**config.mk**
```make
export PLATFORM = sky130hd
export DESIGN_NAME = umc_top
export DESIGN_NICKNAME = d
export VERILOG_FILES = /design/src/verilog/umc_pkg.sv /design/src/verilog/umc_top.sv
export SDC_FILE = /design/constraint.sdc
export NUM_CORES = 1
export LEC_CHECK = 0
export BUFFER_PORTS_ARGS = -buffer_cell sky130_fd_sc_hd__clkbuf_2
export CORE_AREA = 2 2 101 103
export DETAILED_ROUTE_END_ITERATION = 8
export DIE_AREA = 0 0 103 105
export PLACE_DENSITY = 0.64
export REMOVE_ABC_BUFFERS = 1
export SETUP_SLACK_MARGIN = 0.15
export SYNTH_ARGS = -nofsm -noshare
export SYNTH_HDL_FRONTEND = slang
export SYNTH_SLANG_ARGS = --single-unit
export TNS_END_PERCENT = 5
```
**constraint.sdc**
```tcl
create_clock -name clk_sys_i -period 3.5 [get_ports clk_sys_i]
set_clock_uncertainty 0.1 [all_clocks]
set_input_delay 0.7 -clock clk_sys_i [delete_from_list [all_inputs] [get_ports clk_sys_i]]
set_output_delay 0.7 -clock clk_sys_i [all_outputs]
set_load 0.02 [all_outputs]
```
**src/verilog/umc_pkg.sv**
```systemverilog
// Constants for the modem control, modem status and baud generator block
//
// Contract
// - Terminal-ready bit set drives its output low, clear drives it high.
// - Request-send bit set drives its output low, clear high, unless autoflow rules.
// - User output A is storage only; in loopback it feeds the ring status.
// - User output B set enables the channel interrupt output.
// - Loopback holds serial out high, ignores serial in, loops transmit into receive.
// - Loopback ignores modem pins, forces outputs high, routes control bits to status.
// - Loopback interrupts come only from control bit writes, not pins.
// - Autoflow and request-send bits select auto-RTS/CTS, auto-CTS only, or none.
// - The two top control bits read zero and ignore writes.
// - Input changes set delta bits; status read clears all delta bits.
// - Upper status bits show the complement of the four modem inputs.
// - Enabled status interrupt fires when any low status bit is set, except the CTS delta bit under auto-CTS, lowest priority.
// - Under auto-CTS a CTS change sets its delta bit but raises no interrupt.
// - Ring edge bit sets only on ring input low-to-high.
// - Status read clears only the four delta bits, not the live bits.
// - Status arising during a status read waits for the read's trailing edge.
// - A set bit whose condition recurs during the read clears at the trailing edge.
// - Baud divisor is 16 bits from two 8-bit latches, values 1 to 65535.
// - Writing either divisor latch reloads the baud counter at once.
// - Baud output and receive sampling run at reference over divisor, 16x bit rate.
// - Divisor access bit selects latches versus data and interrupt enable.
package umc_pkg;
  localparam logic [2:0] ADDR_DIV_LOW  = 3'h0;
  localparam logic [2:0] ADDR_DIV_HIGH = 3'h1;
  localparam logic [2:0] ADDR_INT_EN   = 3'h1;
  localparam logic [2:0] ADDR_LINE_CTL = 3'h3;
  localparam logic [2:0] ADDR_MODEM    = 3'h4;
  localparam logic [2:0] ADDR_STATUS   = 3'h6;
  localparam int BIT_DTR  = 0;
  localparam int BIT_RTS  = 1;
  localparam int BIT_OUTA = 2;
  localparam int BIT_OUTB = 3;
  localparam int BIT_LOOP = 4;
  localparam int BIT_AFE  = 5;
  localparam int BIT_DIV_ACCESS = 7;
  localparam int BIT_MSI_EN     = 3;
  localparam logic [7:0] MODEM_WR_MASK = 8'h3F;
  localparam logic [7:0] RST_MODEM     = 8'h00;
  localparam logic [7:0] RST_LINE_CTL  = 8'h00;
  localparam logic [3:0] RST_INT_EN    = 4'h0;
  localparam logic [7:0] RST_DIV_BYTE  = 8'h00;
  localparam logic [15:0] RST_COUNT    = 16'h0000;
  localparam logic [15:0] COUNT_TERM   = 16'h0001;
endpackage

```
**src/verilog/umc_top.sv**
```systemverilog
// Modem control, modem status and baud generator of one serial channel
`timescale 1ns/100ps
module umc_top
  import umc_pkg::*;
(
  // Clock and reset
  input  wire logic       clk_sys_i,
  input  wire logic       rst_n_i,
  // Parallel register port
  input  wire logic       cs_i,
  input  wire logic [2:0] addr_i,
  input  wire logic       wr_i,
  input  wire logic       rd_i,
  input  wire logic [7:0] wdata_i,
  output logic      [7:0] rdata_o,
  // Modem pins
  input  wire logic       cts_n_i,
  input  wire logic       dsr_n_i,
  input  wire logic       ri_n_i,
  input  wire logic       dcd_n_i,
  output logic            dtr_n_o,
  output logic            rts_n_o,
  // Serial path
  input  wire logic       serial_rx_in_i,
  input  wire logic       transmit_shift_reg_i,
  output logic            serial_tx_out_o,
  output logic            receive_shift_reg_o,
  // Channel logic links
  input  wire logic       rx_fifo_hold_i,
  input  wire logic       chan_irq_i,
  output logic            irq_o,
  output logic            msi_req_o,
  output logic            auto_cts_o,
  output logic            auto_rts_o,
  output logic            baud16_o
);

  logic [7:0]  modem_control;
  logic [7:0]  line_ctl;
  logic [3:0]  interrupt_enable_reg;
  logic [7:0]  div_low;
  logic [7:0]  divisor_high_latch;
  logic [15:0] baud_cnt;
  logic [3:0]  delta;
  logic [3:0]  pend;
  logic [3:0]  live_q;
  logic [4:0]  sync1;
  logic [4:0]  sync2;
  logic [4:0]  sync3;
  logic [4:0]  filt;
  logic        st_rd_q;

  logic        wr_go;
  logic        rd_go;
  logic        divisor_access_bit;
  logic        loop;
  logic        st_rd;
  logic        st_trail;
  logic        div_wr;
  logic [15:0] divisor;
  logic [3:0]  live;
  logic [3:0]  ev;
  logic        auto_rts;
  logic        auto_cts;
  logic [7:0]  next_rdata;

  assign wr_go    = cs_i & wr_i;
  assign rd_go    = cs_i & rd_i;
  assign divisor_access_bit     = line_ctl[BIT_DIV_ACCESS];
  assign loop     = modem_control[BIT_LOOP];
  assign st_rd    = rd_go & (addr_i == ADDR_STATUS);
  assign st_trail = st_rd_q & ~st_rd;
  assign div_wr   = wr_go & divisor_access_bit & ((addr_i == ADDR_DIV_LOW) | (addr_i == ADDR_DIV_HIGH));
  assign divisor  = {divisor_high_latch, div_low};

  // Flow mode select
  assign auto_rts = modem_control[BIT_AFE] & modem_control[BIT_RTS];
  assign auto_cts = modem_control[BIT_AFE];

  // Pin synchronisers, bits: 0 cts, 1 dsr, 2 ri, 3 dcd, 4 serial in
  always_ff @(posedge clk_sys_i or negedge rst_n_i)
  begin
    if (!rst_n_i)
    begin
      sync1 <= 5'h1F;
      sync2 <= 5'h1F;
      sync3 <= 5'h1F;
    end
    else
    begin
      sync1 <= {serial_rx_in_i, dcd_n_i, ri_n_i, dsr_n_i, cts_n_i};
      sync2 <= sync1;
      sync3 <= sync2;
    end
  end

  genvar gi;
  generate
    for (gi = 0; gi < 5; gi++)
    begin : g_filt
      always_ff @(posedge clk_sys_i or negedge rst_n_i)
      begin
        if (!rst_n_i)
          filt[gi] <= 1'b1;
        else if (sync2[gi] == sync3[gi])
          filt[gi] <= sync3[gi];
      end
    end
  endgenerate

  // Live status: cts, dsr, ri, dcd
  assign live = loop ? {modem_control[BIT_OUTB], modem_control[BIT_OUTA],
                        modem_control[BIT_DTR], modem_control[BIT_RTS]}
                     : ~filt[3:0];
  assign ev   = {live[3] ^ live_q[3],
                 live_q[2] & ~live[2],
                 live[1] ^ live_q[1],
                 live[0] ^ live_q[0]};

  // Register writes
  always_ff @(posedge clk_sys_i or negedge rst_n_i)
  begin
    if (!rst_n_i)
    begin
      modem_control        <= RST_MODEM;
      line_ctl             <= RST_LINE_CTL;
      interrupt_enable_reg <= RST_INT_EN;
      div_low              <= RST_DIV_BYTE;
      divisor_high_latch   <= RST_DIV_BYTE;
    end
    else if (wr_go)
    begin
      case (addr_i)
        ADDR_DIV_LOW:
          if (divisor_access_bit)
            div_low <= wdata_i;
        ADDR_DIV_HIGH:
          if (divisor_access_bit)
            divisor_high_latch <= wdata_i;
          else
            interrupt_enable_reg <= wdata_i[3:0];
        ADDR_LINE_CTL:
          line_ctl <= wdata_i;
        ADDR_MODEM:
          modem_control <= wdata_i & MODEM_WR_MASK;
        default:
          line_ctl <= line_ctl;
      endcase
    end
  end

  // Read data
  always_comb
  begin
    next_rdata = 8'h00;
    case (addr_i)
      ADDR_DIV_LOW:  next_rdata = divisor_access_bit ? div_low : 8'h00;
      ADDR_DIV_HIGH: next_rdata = divisor_access_bit ? divisor_high_latch : {4'h0, interrupt_enable_reg};
      ADDR_LINE_CTL: next_rdata = line_ctl;
      ADDR_MODEM:    next_rdata = modem_control & MODEM_WR_MASK;
      ADDR_STATUS:   next_rdata = {live_q, delta};
      default:       next_rdata = 8'h00;
    endcase
  end

  always_ff @(posedge clk_sys_i or negedge rst_n_i)
  begin
    if (!rst_n_i)
      rdata_o <= 8'h00;
    else if (rd_go)
      rdata_o <= next_rdata;
  end

  // Status tracking and delta bits
  always_ff @(posedge clk_sys_i or negedge rst_n_i)
  begin
    if (!rst_n_i)
    begin
      live_q  <= 4'h0;
      delta   <= 4'h0;
      pend    <= 4'h0;
      st_rd_q <= 1'b0;
    end
    else
    begin
      live_q  <= live;
      st_rd_q <= st_rd;
      if (st_rd)
      begin
        pend  <= pend | ev;
        delta <= delta;
      end
      else if (st_trail)
      begin
        pend  <= 4'h0;
        delta <= (pend | ev) & ~delta;
      end
      else
        delta <= delta | ev;
    end
  end

  // Pins and interrupt outputs
  always_ff @(posedge clk_sys_i or negedge rst_n_i)
  begin
    if (!rst_n_i)
    begin
      dtr_n_o             <= 1'b1;
      rts_n_o             <= 1'b1;
      serial_tx_out_o     <= 1'b1;
      receive_shift_reg_o <= 1'b1;
      irq_o               <= 1'b0;
      msi_req_o           <= 1'b0;
      auto_cts_o          <= 1'b0;
      auto_rts_o          <= 1'b0;
    end
    else
    begin
      dtr_n_o <= loop | ~modem_control[BIT_DTR];
      rts_n_o <= loop | (auto_rts ? rx_fifo_hold_i : ~modem_control[BIT_RTS]);
      serial_tx_out_o     <= loop | transmit_shift_reg_i;
      receive_shift_reg_o <= loop ? transmit_shift_reg_i : filt[4];
      irq_o      <= modem_control[BIT_OUTB] & chan_irq_i;
      msi_req_o  <= interrupt_enable_reg[BIT_MSI_EN] &
                    (|delta[3:1] | (delta[0] & ~auto_cts));
      auto_cts_o <= auto_cts;
      auto_rts_o <= auto_rts;
    end
  end

  // Baud counter, one pulse per divisor cycles
  always_ff @(posedge clk_sys_i or negedge rst_n_i)
  begin
    if (!rst_n_i)
    begin
      baud_cnt <= RST_COUNT;
      baud16_o <= 1'b0;
    end
    else if (div_wr)
    begin
      baud_cnt <= (addr_i == ADDR_DIV_LOW) ? {divisor_high_latch, wdata_i}
                                           : {wdata_i, div_low};
      baud16_o <= 1'b0;
    end
    else if (baud_cnt <= COUNT_TERM)
    begin
      baud_cnt <= divisor;
      baud16_o <= (divisor != RST_COUNT);
    end
    else
    begin
      baud_cnt <= baud_cnt - COUNT_TERM;
      baud16_o <= 1'b0;
    end
  end
endmodule

```
==> out/qor.txt <==
======================================================================================
Final hold violation count ..............................................            0
Wire length per cell ....................................................      19.2 um
Number of global-route vias before repair ...............................         3410
Highest cell delay on the worst timing path .............................      0.62 ns
Setup repair after global routing missed its margin .....................           no
Busiest metal layer after global routing ................................         met1
Die boundary height .....................................................       105 um
Fraction of final layout cells sized beyond drive strength 1 ............        27.6%
Mean Syn Cell Area ......................................................    11.1 um^2
Cts hold-fix bufs .......................................................            0
Clock transition at the registers of the reported paths .................      0.10 ns
Vias post-DR ............................................................         3392
Full die area ...........................................................  0.0108 mm^2
Period Utilization, post-route ..........................................        68.4%
Maximum ir drop on the vdd rail .........................................       335 uV
Clock Tree Buf Depth ....................................................            2
EDFF count, synth .......................................................            0
Number of gates given a new drive strength after cts ....................            0
CP Data Required Time ...................................................      3.68 ns
Most area-hungry cell type in the Yosys netlist .........................      dfrtp_1
Flip-flop count of the largest register after layout ....................           16
Hold Path Class .........................................................   reg -> reg
Placement row count .....................................................           36
Die outline width .......................................................       103 um
Layout net count ........................................................          474
Maximum number of pins on one net before global-route repair ............           69
Number of distinct library cells after synthesis ........................           59
I/O pin count ...........................................................           41
Depth of the CTS H-tree .................................................            3
Post-Syn Area ........................................................... 0.00452 mm^2
Share of the yosys chip area belonging to registers .....................        56.0%
GRT Resource Usage Total ................................................        22.5%
Starting density of the core ............................................        46.9%
Clk_lat worst skew ......................................................      0.38 ns
Crit start category .....................................................     register
Cell depth of the worst hold path .......................................            0
Fill cell instance count of the final layout ............................          896
Setup TNS ...............................................................         0 ns
Via density per instance ................................................         5.79
Initial antenna violation count .........................................            0
Total power draw ........................................................      3.34 mW
HPWL after detailed placement ...........................................      8.30 mm
GR Util met1 ............................................................        33.6%
Library cell contributing the largest single delay on the critical path .      dfrtp_1
Maximum Capacitance Violations ..........................................            0
Portion of synthesized cell area occupied by the leading cell type ......        42.1%
Global routing met2 resource utilization ................................        33.0%
Total number of yosys warnings ..........................................            0
Core area ............................................................... 0.00964 mm^2
Detailed Routing Iterations Pass 1 ......................................            5
Global route overflow ...................................................            0
Finish-stage setup viols ................................................            0
Dominant delay contributor by cell family on the critical path .......... simple AND/OR/NAND/NOR gates
Min Clock Period, post-route ............................................      2.39 ns
Final weighted congestion of routability-driven global placement ........        0.920
Clock sink total ........................................................          100
Slew margin rel. ........................................................        41.8%
Maximum operating frequency .............................................      418 MHz
Global-route wire length before repair ..................................      18.3 mm
Post-route DRC violation count ..........................................            0
Area Growth Syn to Fin ..................................................        11.9%
Count of state elements after synthesis .................................          100
CTS Buf Count ...........................................................            9
Share of synthesized flip-flops with an asynchronous set or reset .......         100%
Series of cell instances along the critical path ........................ or3b_1 > or2_1 > a31oi_1 > nor2_1 > a221oi_1
Power density over cell area ............................................  660 mW/mm^2
Status .................................................................. finished clean
Final max-slew violation count ..........................................            0
Count of routing violations after the opening detailed-route iteration ..          199
Kind of capture point of the worst setup path ...........................     register
Final core occ ..........................................................        52.5%
Final WL ................................................................      11.2 mm
Count of inserted antenna diode cells ...................................            0
Cells after Synth .......................................................          406
Post-CTS Setup Bufs .....................................................            0
Leading cell types by total area after synthesis ........................ dfrtp_1, dfstp_2, mux2_2
Leakage power figure ....................................................      2.21 nW
Root buf cell ...........................................................     clkbuf_8
TritonCTS clock tree ....................................................         done
ANT nets after route ....................................................            0
Buf+Inv Stages, Crit Path ...............................................            0
Register with the most flip-flops .......................................     baud_cnt
Number of cells traversed by the worst register-to-register path ........            5
Arrival time of the worst setup path ....................................      2.58 ns
Met3 Usage GRT ..........................................................        4.68%
Logic depth of the worst path, buffers included .........................            5
Most frequently used flop master after synthesis ........................      dfrtp_1
Critical path fanouts, max ..............................................           15
Total of buffers placed on input and output ports .......................           40
Worst Path Class, Setup .................................................   reg -> reg
Slew @ Worst Pin ........................................................     0.865 ns
======================================================================================
[through the flow]
stage,worst slack (ns),cell area [um^2],hold WS (ns),std cells
floorplan,1.20,4430,0.245,389
global placement,0.910,4860,0.247,570
detailed placement,0.869,4860,0.247,570
CTS,1.14,5060,0.263,586
global route,0.952,5060,0.263,586
finish,1.11,5060,0.261,586
[worst register-to-register path: cells and delay by family (launching register included)]
family	cells	cell delay [ns]
and+or+nand+nor	3	1.06
DFF	1	0.62
AOI/OAI and AO/OA	2	0.54
[per-layer routing]
metal / up-vias / wire [um]
li1: 1573 / -
met2: 110 / 5190
met3: 18 / 587
met1: 1691 / 5270
met5: - / 0
met4: 0 / 191
[placed cells by master, fill, tap and decap left out, types with 7 or more instances in the layout]
cell      Yosys  layout
o22ai_1      12      12
dfrtp_1      76      76
nor3_1        9       9
dfstp_2      24      24
a21oi_1      18      18
nor2_1       25      25
nor4_1        9       9
xnor2_1       7       7
nand2_1      45      45
mux2i_1      12      12
mux2_2       27      27
clkbuf_2      2      39
inv_1        12      12
buf_4         3       9
o21ai_0      29      29
clkbuf_8      0      10
[worst paths after layout]
path	from	end	slack [ns]
max in group asynchronous	rst_n_i	sync3[1]	2.17
min in group asynchronous	rst_n_i	baud_cnt[14]	0.32
setup / recovery	line_ctl[7]	baud_cnt[9]	1.11
setup reg to reg	line_ctl[7]	baud_cnt[9]	1.11
hold reg to reg	sync1[0]	sync2[0]	0.26
hold / removal	sync1[0]	sync2[0]	0.26
[synthesized netlist by cell type (5+ instances only)]
library cell,n
dfrtp_1,76
nand2_1,45
o21ai_0,29
mux2_2,27
nor2_1,25
dfstp_2,24
a21oi_1,18
inv_1,12
mux2i_1,12
o22ai_1,12
nor3_1,9
nor4_1,9
clkbuf_1,7
xnor2_1,7
nor2b_1,6
a22o_1,5
maj3_1,5
o31ai_1,5
[final cells by class]
| type | instances | area, um^2 | area share, % |
|---|---|---|---|
| Clock buffer | 10 | 138 | 2.72 |
| Clock inverter | 6 | 62.6 | 1.24 |
| Inverter | 13 | 48.8 | 0.964 |
| Multi-Input combinational cell | 276 | 1850 | 36.5 |
| Sequential cell | 100 | 2530 | 50.0 |
| Tap cell | 133 | 166 | 3.29 |
| Timing Repair Buffer | 48 | 263 | 5.19 |
[kinds of logic after synthesis]
kind of cell,synth area share (%)
fa+ha+maj,1.66
flops,56.0
xor+xnor,1.94
mux,9.38
compound gates,14.4
simple gates,13.5
buf+inv,3.07
[report_power, final]
part / switching (mW) / internal (mW) / total (mW) / leakage [nW]
logic: 0.455 / 0.404 / 0.859 / 0.902
registers: 0.303 / 1.44 / 1.75 / 1.20
clock network: 0.435 / 0.300 / 0.734 / 0.104
total: 1.19 / 2.15 / 3.34 / 2.21
(Power assumes the default switching activity.)
